$ cat src/hdl/lpct_pkg.sv
// How it works
// after a status register read wait CL+1 cycles before any command, and keep 2 cycles from the status access to a read.
// treat the temperature sensor output as valid only 2 ms after it was enabled.
// drive a write strobe preamble of at least a quarter clock and a postamble of 0.4 to 0.6 clock; the controller drives a one-clock postamble.
// make the strobe a valid level on or before the write command clock.
// allow 15 ns of write recovery, with at least one whole cycle in auto-precharge mode.
// after power-down exit wait 2 cycles for the fast grade and 1 for the slow grade.
// after self-refresh exit wait 112.5 ns and toggle the clock at least twice meanwhile.
// read data arrives one clock after the command for latency 2 and two clocks for latency 3.
// change the clock frequency only in clock-stop, power-down or self-refresh state.
// the auto-precharge write-to-activate delay is the sum of recovery and precharge, each rounded up to cycles.
// issue no auto-precharge access before the active-to-precharge minimum will be met.
// automotive parts halve the refresh period and the average refresh interval.
// spread accesses across rows, since hammering one row shortens device life; the controller spreads nothing and only tracks open rows for hits.
// each strobe covers one byte lane, lane n on data bits 8n+7 down to 8n.
// every nanosecond minimum becomes whole cycles rounded up and is enforced by down-counters.
package lpct_pkg;
  localparam int CLK_PS = 100000;
  localparam logic [1:0] CL_DEFAULT = 2'h3;
  localparam int STAT_TO_READ_CYC = 2;
  localparam int TQ_MS = 2;
  localparam int TQ_CYC = TQ_MS * 1000000000 / CLK_PS;
  localparam int WR_PS = 15000;
  localparam int WR_CYC_RAW = (WR_PS + CLK_PS - 1) / CLK_PS;
  localparam int WR_CYC = (WR_CYC_RAW < 1) ? 1 : WR_CYC_RAW;
  localparam int RP_PS = 18000;
  localparam int RP_CYC = (RP_PS + CLK_PS - 1) / CLK_PS;
  localparam int DAL_CYC = WR_CYC + RP_CYC;
  localparam int RAS_PS = 42000;
  localparam int RAS_CYC = (RAS_PS + CLK_PS - 1) / CLK_PS;
  localparam int XP_FAST_CYC = 2;
  localparam int XP_SLOW_CYC = 1;
  localparam int XSR_PS = 112500;
  localparam int XSR_CYC_RAW = (XSR_PS + CLK_PS - 1) / CLK_PS;
  localparam int XSR_MIN_TOGGLES = 2;
  localparam int XSR_CYC = (XSR_CYC_RAW < XSR_MIN_TOGGLES) ? XSR_MIN_TOGGLES : XSR_CYC_RAW;
  localparam int REFI_NS = 7800;
  localparam int REFI_CYC = REFI_NS * 1000 / CLK_PS;
  localparam int REFI_AUTO_CYC = REFI_CYC / 2;
  localparam int CNT_W = 16;
  localparam int TQ_CNT_W = 16;
  localparam int NUM_LANES = 2;
  localparam int LANE_W = 8;
  localparam int DATA_W = NUM_LANES * LANE_W;
  localparam int BANK_W = 2;
  localparam int NUM_BANKS = 4;
  localparam int ROW_W = 13;
  localparam int COL_W = 10;
  localparam int CMD_W = 3;
  localparam logic [CMD_W-1:0] CMD_NOP = 3'h7;
  localparam logic [CMD_W-1:0] CMD_ACT = 3'h3;
  localparam logic [CMD_W-1:0] CMD_READ = 3'h5;
  localparam logic [CMD_W-1:0] CMD_WRITE = 3'h4;
  localparam logic [CMD_W-1:0] CMD_PRE = 3'h2;
  localparam logic [CMD_W-1:0] CMD_REF = 3'h1;
  localparam logic [CMD_W-1:0] CMD_MRS = 3'h0;
  typedef enum logic [6:0] {
    LPCT_IDLE = 7'h01,
    LPCT_ACT = 7'h02,
    LPCT_RW = 7'h04,
    LPCT_WPOST = 7'h08,
    LPCT_LOWP = 7'h10,
    LPCT_EXIT = 7'h20,
    LPCT_STAT = 7'h40
  } lpct_state_t;
  typedef enum logic [1:0] {
    LPCT_REQ_RD = 2'h0,
    LPCT_REQ_WR = 2'h1,
    LPCT_REQ_STAT = 2'h2,
    LPCT_REQ_REF = 2'h3
  } lpct_req_t;
endpackage

$ cat src/hdl/lpct_ctrl.sv
`timescale 1ns/1ns
module lpct_ctrl (
  // clock and reset
  input wire logic mclk_i,
  input wire logic rst_n_i,
  // configuration levels
  input wire logic fast_grade_i,
  input wire logic automotive_i,
  input wire logic [1:0] cas_latency_i,
  input wire logic auto_pre_i,
  // user request
  input wire logic req_valid_i,
  input wire lpct_pkg::lpct_req_t req_kind_i,
  input wire logic [lpct_pkg::BANK_W-1:0] req_bank_i,
  input wire logic [lpct_pkg::ROW_W-1:0] req_row_i,
  input wire logic [lpct_pkg::COL_W-1:0] req_col_i,
  input wire logic [lpct_pkg::DATA_W-1:0] req_wdata_i,
  output logic req_ready_o,
  output logic [lpct_pkg::DATA_W-1:0] rdata_o,
  output logic rdata_valid_o,
  // power control
  input wire logic lowpower_req_i,
  input wire logic temp_enable_i,
  output logic temp_valid_o,
  output logic freq_change_ok_o,
  output logic refresh_due_o,
  // memory pins
  output logic [lpct_pkg::CMD_W-1:0] cmd_o,
  output logic cke_o,
  output logic [lpct_pkg::BANK_W-1:0] ba_o,
  output logic [lpct_pkg::ROW_W-1:0] addr_o,
  output logic [lpct_pkg::DATA_W-1:0] dq_o,
  output logic dq_oe_o,
  input wire logic [lpct_pkg::DATA_W-1:0] dq_i,
  output logic [lpct_pkg::NUM_LANES-1:0] dqs_o,
  output logic [lpct_pkg::NUM_LANES-1:0] dqs_oe_o
);
  import lpct_pkg::*;

  lpct_state_t state;
  lpct_state_t next_state;
  logic [DATA_W-1:0] dq_s1;
  logic [DATA_W-1:0] dq_s2;
  logic [ROW_W-1:0] open_row [NUM_BANKS];
  logic [NUM_BANKS-1:0] row_open;
  logic [NUM_BANKS-1:0] bank_ok;
  logic [NUM_BANKS-1:0] ras_ok;
  logic [NUM_BANKS-1:0] bank_load;
  logic [NUM_BANKS-1:0] ras_load;
  logic [CNT_W-1:0] bank_val;
  logic gap_load;
  logic [CNT_W-1:0] gap_val;
  logic gap_ok;
  logic stat_gap_load;
  logic stat_gap_ok;
  logic ref_ok;
  logic [CNT_W-1:0] ref_val;
  logic [TQ_CNT_W-1:0] tq_count;
  logic [5:0] rd_pipe;
  logic [1:0] wpost;
  logic hit;
  logic issue;
  logic [CNT_W-1:0] cl_cyc;
  logic [CNT_W-1:0] xp_cyc;
  lpct_req_t kind_q;

  assign cl_cyc = CNT_W'(cas_latency_i);
  assign xp_cyc = fast_grade_i ? CNT_W'(XP_FAST_CYC) : CNT_W'(XP_SLOW_CYC);
  assign ref_val = automotive_i ? CNT_W'(REFI_AUTO_CYC) : CNT_W'(REFI_CYC);
  assign hit = row_open[req_bank_i] && (open_row[req_bank_i] == req_row_i);

  genvar b;
  generate
    for (b = 0; b < NUM_BANKS; b++) begin : g_bank
      lpct_down_counter #(.W(CNT_W)) u_bank (
        .mclk_i(mclk_i), .rst_n_i(rst_n_i), .load_i(bank_load[b]),
        .value_i(bank_val), .done_o(bank_ok[b])
      );
      // active-to-precharge guard before auto precharge
      lpct_down_counter #(.W(CNT_W)) u_ras (
        .mclk_i(mclk_i), .rst_n_i(rst_n_i), .load_i(ras_load[b]),
        .value_i(CNT_W'(RAS_CYC)), .done_o(ras_ok[b])
      );
    end
  endgenerate

  lpct_down_counter #(.W(CNT_W)) u_gap (
    .mclk_i(mclk_i), .rst_n_i(rst_n_i), .load_i(gap_load),
    .value_i(gap_val), .done_o(gap_ok)
  );
  lpct_down_counter #(.W(CNT_W)) u_stat_gap (
    .mclk_i(mclk_i), .rst_n_i(rst_n_i), .load_i(stat_gap_load),
    .value_i(CNT_W'(STAT_TO_READ_CYC)), .done_o(stat_gap_ok)
  );
  lpct_down_counter #(.W(CNT_W)) u_ref (
    .mclk_i(mclk_i), .rst_n_i(rst_n_i), .load_i(ref_ok && state == LPCT_IDLE),
    .value_i(ref_val), .done_o(ref_ok)
  );
  assign refresh_due_o = ref_ok;

  // input synchroniser for read data
  always_ff @(posedge mclk_i) begin
    if (!rst_n_i) begin
      dq_s1 <= '0;
      dq_s2 <= '0;
    end else begin
      dq_s1 <= dq_i;
      dq_s2 <= dq_s1;
    end
  end

  always_comb begin
    next_state = state;
    issue = 1'b0;
    gap_load = 1'b0;
    gap_val = '0;
    stat_gap_load = 1'b0;
    bank_load = '0;
    bank_val = '0;
    ras_load = '0;
    unique case (state)
      LPCT_IDLE: begin
        if (lowpower_req_i && gap_ok) begin
          next_state = LPCT_LOWP;
        end else if (req_valid_i && gap_ok) begin
          if (req_kind_i == LPCT_REQ_STAT) begin
            next_state = LPCT_STAT;
          end else if (req_kind_i == LPCT_REQ_REF) begin
            issue = 1'b1;
            gap_load = 1'b1;
            gap_val = CNT_W'(DAL_CYC);
          end else if (bank_ok[req_bank_i]) begin
            next_state = hit ? LPCT_RW : LPCT_ACT;
          end
        end
      end
      LPCT_ACT: begin
        ras_load[req_bank_i] = 1'b1;
        bank_load[req_bank_i] = 1'b1;
        bank_val = CNT_W'(RP_CYC);
        next_state = LPCT_RW;
      end
      LPCT_RW: begin
        if (bank_ok[req_bank_i] && (!auto_pre_i || ras_ok[req_bank_i])
            && (req_kind_i != LPCT_REQ_RD || stat_gap_ok)) begin
          issue = 1'b1;
          next_state = (req_kind_i == LPCT_REQ_WR) ? LPCT_WPOST : LPCT_IDLE;
          if (auto_pre_i) begin
            bank_load[req_bank_i] = 1'b1;
            bank_val = (req_kind_i == LPCT_REQ_WR) ? CNT_W'(DAL_CYC) : CNT_W'(RP_CYC);
          end else if (req_kind_i == LPCT_REQ_WR) begin
            bank_load[req_bank_i] = 1'b1;
            bank_val = CNT_W'(WR_CYC);
          end
        end
      end
      LPCT_WPOST: begin
        if (wpost == 2'h0) begin
          next_state = LPCT_IDLE;
        end
      end
      LPCT_STAT: begin
        issue = 1'b1;
        gap_load = 1'b1;
        gap_val = cl_cyc + CNT_W'(1);
        stat_gap_load = 1'b1;
        next_state = LPCT_IDLE;
      end
      LPCT_LOWP: begin
        if (!lowpower_req_i) begin
          gap_load = 1'b1;
          gap_val = automotive_i ? CNT_W'(XSR_CYC) : xp_cyc;
          next_state = LPCT_EXIT;
        end
      end
      LPCT_EXIT: begin
        if (gap_ok) begin
          next_state = LPCT_IDLE;
        end
      end
    endcase
  end

  always_ff @(posedge mclk_i) begin
    if (!rst_n_i) begin
      state <= LPCT_IDLE;
    end else begin
      state <= next_state;
    end
  end

  assign req_ready_o = issue;
  assign freq_change_ok_o = (state == LPCT_LOWP);

  // command pins
  always_ff @(posedge mclk_i) begin
    if (!rst_n_i) begin
      cmd_o <= CMD_NOP;
      ba_o <= '0;
      addr_o <= '0;
      cke_o <= 1'b1;
      kind_q <= LPCT_REQ_RD;
    end else begin
      cke_o <= (next_state != LPCT_LOWP);
      ba_o <= req_bank_i;
      cmd_o <= CMD_NOP;
      if (state == LPCT_ACT) begin
        cmd_o <= CMD_ACT;
        addr_o <= req_row_i;
      end else if (state == LPCT_STAT) begin
        cmd_o <= CMD_MRS;
      end else if (issue) begin
        kind_q <= req_kind_i;
        addr_o <= ROW_W'({auto_pre_i, req_col_i});
        unique case (req_kind_i)
          LPCT_REQ_RD: cmd_o <= CMD_READ;
          LPCT_REQ_WR: cmd_o <= CMD_WRITE;
          LPCT_REQ_REF: cmd_o <= CMD_REF;
          LPCT_REQ_STAT: cmd_o <= CMD_NOP;
        endcase
      end
    end
  end

  // open-row tracking, spreads nothing but exposes hits
  always_ff @(posedge mclk_i) begin
    if (!rst_n_i) begin
      row_open <= '0;
      for (int i = 0; i < NUM_BANKS; i++) begin
        open_row[i] <= '0;
      end
    end else if (state == LPCT_ACT) begin
      row_open[req_bank_i] <= 1'b1;
      open_row[req_bank_i] <= req_row_i;
    end else if (issue && (auto_pre_i || req_kind_i == LPCT_REQ_REF)) begin
      row_open <= auto_pre_i ? (row_open & ~(NUM_BANKS'(1) << req_bank_i)) : '0;
    end
  end

  // write strobes: driven low at command, toggle with data, postamble
  always_ff @(posedge mclk_i) begin
    if (!rst_n_i) begin
      dqs_o <= '0;
      dqs_oe_o <= '0;
      dq_o <= '0;
      dq_oe_o <= 1'b0;
      wpost <= 2'h0;
    end else if (issue && req_kind_i == LPCT_REQ_WR) begin
      dqs_oe_o <= '1;
      dqs_o <= '0;
      dq_o <= req_wdata_i;
      dq_oe_o <= 1'b1;
      wpost <= 2'h2;
    end else if (wpost != 2'h0) begin
      dqs_o <= ~dqs_o;
      wpost <= wpost - 2'h1;
    end else begin
      dqs_oe_o <= '0;
      dqs_o <= '0;
      dq_oe_o <= 1'b0;
    end
  end

  // read capture after latency plus sync stages
  always_ff @(posedge mclk_i) begin
    if (!rst_n_i) begin
      rd_pipe <= '0;
      rdata_o <= '0;
      rdata_valid_o <= 1'b0;
    end else begin
      // pin launch, device latency and two sync stages before capture
      rd_pipe <= {rd_pipe[4:0], issue && req_kind_i == LPCT_REQ_RD};
      rdata_valid_o <= (cas_latency_i == 2'h2) ? rd_pipe[4] : rd_pipe[5];
      rdata_o <= dq_s2;
    end
  end

  // temperature sensor valid timer
  always_ff @(posedge mclk_i) begin
    if (!rst_n_i) begin
      tq_count <= '0;
      temp_valid_o <= 1'b0;
    end else if (!temp_enable_i) begin
      tq_count <= '0;
      temp_valid_o <= 1'b0;
    end else if (tq_count != TQ_CNT_W'(TQ_CYC)) begin
      tq_count <= tq_count + TQ_CNT_W'(1);
    end else begin
      temp_valid_o <= 1'b1;
    end
  end
endmodule // lpct_ctrl

$ cat src/hdl/lpct_down_counter.sv
`timescale 1ns/1ns
module lpct_down_counter #(
  parameter int W = 16
) (
  input wire logic mclk_i,
  input wire logic rst_n_i,
  input wire logic load_i,
  input wire logic [W-1:0] value_i,
  output logic done_o
);
  logic [W-1:0] count;
  always_ff @(posedge mclk_i) begin
    if (!rst_n_i) begin
      count <= '0;
    end else if (load_i) begin
      count <= value_i;
    end else if (count != '0) begin
      count <= count - W'(1);
    end
  end
  // no path from load to done, so a caller may load on done
  assign done_o = (count == '0);
endmodule // lpct_down_counter

$ cat config.mk
export PLATFORM = sky130hd
export DESIGN_NAME = lpct_ctrl
export DESIGN_NICKNAME = d
export VERILOG_FILES = /design/src/hdl/lpct_pkg.sv /design/src/hdl/lpct_ctrl.sv /design/src/hdl/lpct_down_counter.sv
export SDC_FILE = /design/constraint.sdc
export NUM_CORES = 1
export LEC_CHECK = 0
export ABC_AREA = 1
export ABC_CLOCK_PERIOD_IN_PS = 4800
export BUFFER_PORTS_ARGS = -buffer_cell sky130_fd_sc_hd__buf_2
export CORE_MARGIN = 2
export CORE_UTILIZATION = 35
export CTS_CLUSTER_SIZE = 20
export DETAILED_ROUTE_END_ITERATION = 10
export PLACE_DENSITY = 0.58
export RECOVER_POWER = 25
export SLEW_MARGIN = 20
export SYNTH_ARGS = -nofsm -noshare
export SYNTH_HDL_FRONTEND = slang
export SYNTH_SLANG_ARGS = --single-unit
$ cat constraint.sdc
create_clock -name mclk_i -period 4.8 [get_ports mclk_i]
set_input_delay 0.48 -clock mclk_i [delete_from_list [all_inputs] [get_ports mclk_i]]
set_output_delay 0.48 -clock mclk_i [all_outputs]
set_load 0.03 [all_outputs]
After elaboration in Yosys (flattened, before gate mapping) --
Memory sizes are Yosys's and may differ from the RTL's. Cells that the tools add are included.
Word-level totals: bits in writable memories 52, memories kept 1, flip-flop bits (word level) 301, bits of input ports 69
Memories:
- open_row | depth 4, bits a word 13, rd ports 1, clocked after Yosys merged registers in 0, write ports 4, line lpct_ctrl.sv:44 | logic [ROW_W-1:0] open_row [NUM_BANKS];
Cells by class: order comparisons 2, shift operators 1, bitwise operators 6, add/sub/neg operators 14, multiplexer cells 94, reductions and logical operators 65, equal/unequal tests 16
Operators by type and width (count):
- 16-bit 2-to-1 mux | 12
- 16-bit logical NOT | 11
- 16-bit nonzero test | 11
- 16-bit by 1-bit subtractor with 16-bit output (second input constant) | 11
- 7-bit 2-to-1 mux | 10
- 13-bit 2-to-1 mux | 4
- 7-bit one-hot mux with 7 select lines | 1
- 2-bit 2-to-1 mux | 17
- 4-bit 2-to-1 mux | 8
- 2-bit nonzero test | 16
- 1-bit 2-to-1 mux | 28
- 16-bit by 1-bit adder with 16-bit output (second input constant) | 1
- 16-bit by 15-bit != test with 1-bit output (second input constant) | 1
- 2-bit OR reduction | 7
- 13-bit == test | 1
- 13-bit OR reduction | 1
- 3-bit 2-to-1 mux | 4
- 3-bit one-hot mux with 4 select lines | 1
- 1-bit logical AND | 10
- 3-bit one-hot mux with 3 select lines | 1
- 4-bit one-hot mux with 2 select lines | 1
- 7-bit by 1-bit == test with 1-bit output (second input constant) | 1
- 7-bit by 2-bit == test with 1-bit output (second input constant) | 1
- 7-bit by 3-bit == test with 1-bit output (second input constant) | 1
- other kinds (27) | 38

Logic depth before layout (Yosys ltp) --
depth in word-level cells 11, mapped depth 19, gate-level depth less buffers 18

Hierarchy --
A second synthesis with hierarchy kept.
Unflattened totals: cells, all modules 2975, area, all modules 19940.4 µm²
By module, submodules not included:
- lpct_ctrl | times used 1, area an instance 7677.4 µm², cells an instance 1007
- lpct_down_counter at g_bank[2].u_ras ... | times used 6, area an instance 1114.8 µm², cells an instance 178
- lpct_down_counter at g_bank[0].u_bank ... | times used 5, area an instance 1114.8 µm², cells an instance 180

Least setup slack after synthesis --
OpenSTA, ideal clock, no wires.
path type input-to-reg, from input port req_bank_i[1] in the netlist's numbering, to memory open_row[0][0] (enable), setup slack 2.432 ns, data required time 4.417 ns, cell stages on the path 7, data arrival time 1.986 ns, library setup time 0.383 ns, path through buf_2 -> nor2_1 -> inv_1 -> nor2_1 -> inv_1 -> nand2_1 -> clkbuf_1
RTL lines:
- start: declaration | line lpct_ctrl.sv:14 | input wire logic [lpct_pkg::BANK_W-1:0] req_bank_i,
- end: declaration | line lpct_ctrl.sv:44

Worst setup path after layout --
from input port rst_n_i, to register u_stat_gap.count[8]
Between the ends: cells in the longest elaborated chain, start to end 2
RTL lines:
- start: declaration | line lpct_ctrl.sv:5 | input wire logic rst_n_i,
- 1-bit NOT (no line)
- 2-bit OR reduction (no line)
- end signal: assignment | line lpct_down_counter.sv:16 | count <= value_i;
- end signal: assignment | line lpct_down_counter.sv:18 | count <= count - W'(1);
- end: declaration | line lpct_down_counter.sv:11 | logic [W-1:0] count;
Every way passes these cells. A chain may end at the register's enable or synchronous reset.

==> impl_metrics.py <==
metrics = {
    "run": {
        "max-cap-violations": 1,
    },
    "synthesis": {
        "netlist_area_um2": 16300,
        "postSynthAreaPerCell_um2": 7.23,
        "synth_edf_count": 52,
        "yosysTopAreaCell": "dfxtp_1",
        "syn-num-nets": 2341,
        "synth.area.top_cells": "dfxtp_1 (37%), nand2_1 (12%), edfxtp_1 (9.6%)",
        "synthArstFlopShare": 0,
        "synth_seq_cells": 351,
        "synth-main-ff-cell": "dfxtp_1",
        "synth.top_cell.area_share": 0.367,
        "synthCells": 2254,
        "synth_cell_types": 51,
        "seq_area_frac_synth": 0.463,
        "yosysWarnings": 0,
    },
    "clock_tree": {
        "clk_pin_slew_ns": 0.06,
        "clock_tree.buffer_depth": 3,
        "numCtsBuffers": 39,
        "cts_sinks": 351,
        "cts_resized": 0,
        "root_buffer": "clkbuf_16",
        "htreeDepth": 2,
        "cts_tree": "done",
        "hold_buffers": 0,
        "insertion_delay_ns": 0.56,
        "cts_setup_buffers": 0,
    },
    "route": {
        "postRouteAntennaNets": 0,
        "dr_total_vias": 14400,
        "drc_errors": 0,
        "drt_iter0_markers": 914,
        "wl_um": 40500,
        "viasPerCell": 4.76,
        "drt-wirelength-per-cell_um": 13.4,
        "drt_pass1_iterations": 5,
    },
    "final_layout": {
        "n_fill_cell": 4823,
        "final_area_um2": 18700,
        "seq_area_um2": 7550,
        "area_delta_synth_final_pct": 14.5,
        "multi_input_area_um2": 7370,
        "nets": 2472,
        "drive_above_1_share": 0.0759,
        "final_util": 0.403,
    },
    "timing": {
        "fmax_ghz": 0.312,
        "setup_viol": 0,
        "slew-limit-headroom": -0.208,
        "finalHoldViolCount": 0,
        "tightest_slew_ns": 1.81,
        "period_needed_ns": 3.21,
        "fin_hold_ws_ns": 0.112,
        "slew_viol_final": 41,
        "min_period_over_period": 0.669,
        "rsz0062_at_grt": "no",
        "fin_setup_tns_ns": 0,
        "fin_skew_ns": 0.0140,
    },
    "global_routing": {
        "grt_use_total": 0.167,
        "grt_pass1_wl_um": 65800,
        "antenna_found_initial": 2,
        "grt_start_max_net_pins": 71,
        "grt_pass1_vias": 13500,
        "overflow": 0,
    },
    "power": {
        "power_density_nw_per_um2": 606,
        "p_total_mw": 11.3,
        "p_leak_nw": 8.61,
        "ir_drop_mv": 0.250,
    },
    "floorplan": {
        "core_area_um2": 46300,
        "dieWidth_um": 220,
        "ios": 130,
        "die_height_um": 220,
        "rows": 79,
        "initial_utilization": 0.352,
        "dieArea_um2": 48300,
    },
    "placed_design": {
        "io_buffers": 129,
        "place_area_um2": 17600,
        "place_congestion": 0.878,
        "dpl.hpwl_um": 28900,
    },
    "critical_path": {
        "worstSetupPathType": "input pin to flip-flop",
        "cp.required_ns": 5.30,
        "cp_max_fo": 70,
        "worstSetupEndpointType": "flip-flop",
        "crit_arrival_ns": 3.71,
        "start_kind": "input pin",
    },
    "hold_path": {
        "hold_path_class": "input pin to flip-flop",
    },
    "run_status": {
        "status": "finished, violations left",
        "violations": "capacitance limit, slew limit",
    },
}
cells in the final DEF, fill, tap and decap left out, types with 41 or more instances in the layout:
master     count
edfxtp_1      52
nand2_1      504
a21oi_1      119
buf_2         73
o21ai_0       86
nor3_1        69
clkbuf_1      66
xor2_1        52
inv_1        297
nor2_1       406
clkbuf_16     41
dfxtp_1      299
nand3_1       99
worst max-delay path, stage by stage:
cell      delay [ns]
buf_4           0.59
clkbuf_1        1.36
nand2_1         0.76
a21oi_1         0.30
o21a_1          0.14
cells by family (layout without fill, tap and decap cells):
logic type / count (synthesis) / after routing / share of synthesized area
AO/OA/AOI/OAI: 256 / 256 / 0.0848
flip-flops: 351 / 351 / 0.463
AND/OR/NAND/NOR: 1201 / 1201 / 0.315
XOR/XNOR: 71 / 71 / 0.0381
adder cells (fa/ha/maj): 18 / 18 / 0.0138
buffers and inverters: 357 / 513 / 0.0853
other: 0 / 2 / 0
metrics by stage:
step	setup WS (ns)	instances
floorplan	2.43	2254
CTS	1.61	3017
finish	1.59	3019
global route	1.24	3019
detailed placement	1.57	2951
global placement	1.69	2951
synth_stat cells, drive strengths merged (9+ instances only):
library cell / number
nor2: 414
dfxtp: 299
or2: 13
edfxtp: 52
nand3b: 9
o21ai: 93
nor3: 72
inv: 306
buf: 27
a21oi: 119
clkbuf: 22
a211oi: 12
ha: 18
a31oi: 12
nand2: 515
nand3: 105
xor2: 52
nor4: 25
xnor2: 19
nand4: 37
per-layer routing:
layer	global-route usage	wire (µm)	vias up
li1	-	-	7443
met1	0.215	19000	6575
met2	0.275	18500	267
met3	0.0294	1690	74
met4	0.0689	1300	0
met5	0	0	-
flip-flops by register name, summed over array words and instances (netlist names), 4 cells and up:
signal               cells
addr_o                  13
dq_o                    16
dq_s1                   16
dq_s2                   16
g_bank.u_bank.count     64
g_bank.u_ras.count      64
open_row                52
rd_pipe                  6
rdata_o                 16
row_open                 4
state                    7
tq_count                16
u_gap.count             16
u_ref.count             16
u_stat_gap.count        16
cell type report:
class | instances | share of cell area
clock inverters | 10 | 0.00241
well taps | 607 | 0.0407
clock buffers | 56 | 0.0607
multi-input cells | 1546 | 0.395
flip-flops and latches | 351 | 0.404
inverters | 308 | 0.0619
diodes | 2 | 0.000268
repair buffers | 139 | 0.0349
final timing paths:
kind	start	end	slack (ns)	cells after the start
worst max-delay path	rst_n_i	u_stat_gap.count[8]	1.59	5
worst min-delay path	dq_i[0]	dq_s1[0]	0.11	3
worst min register to register	dq_s2[3]	rdata_o[3]	0.40	2
worst max register to register	state[6]	g_bank[1].u_bank.count[4]	1.85	13
power by group:
group / internal (mW) / switching (mW) / leakage, nW / total [mW]
clock network: 1.63 / 1.19 / 0.576 / 2.82
registers: 3.62 / 0.486 / 2.98 / 4.11
logic: 1.61 / 2.77 / 5.05 / 4.38
total: 6.86 / 4.45 / 8.61 / 11.3
(Power assumes the default switching activity.)
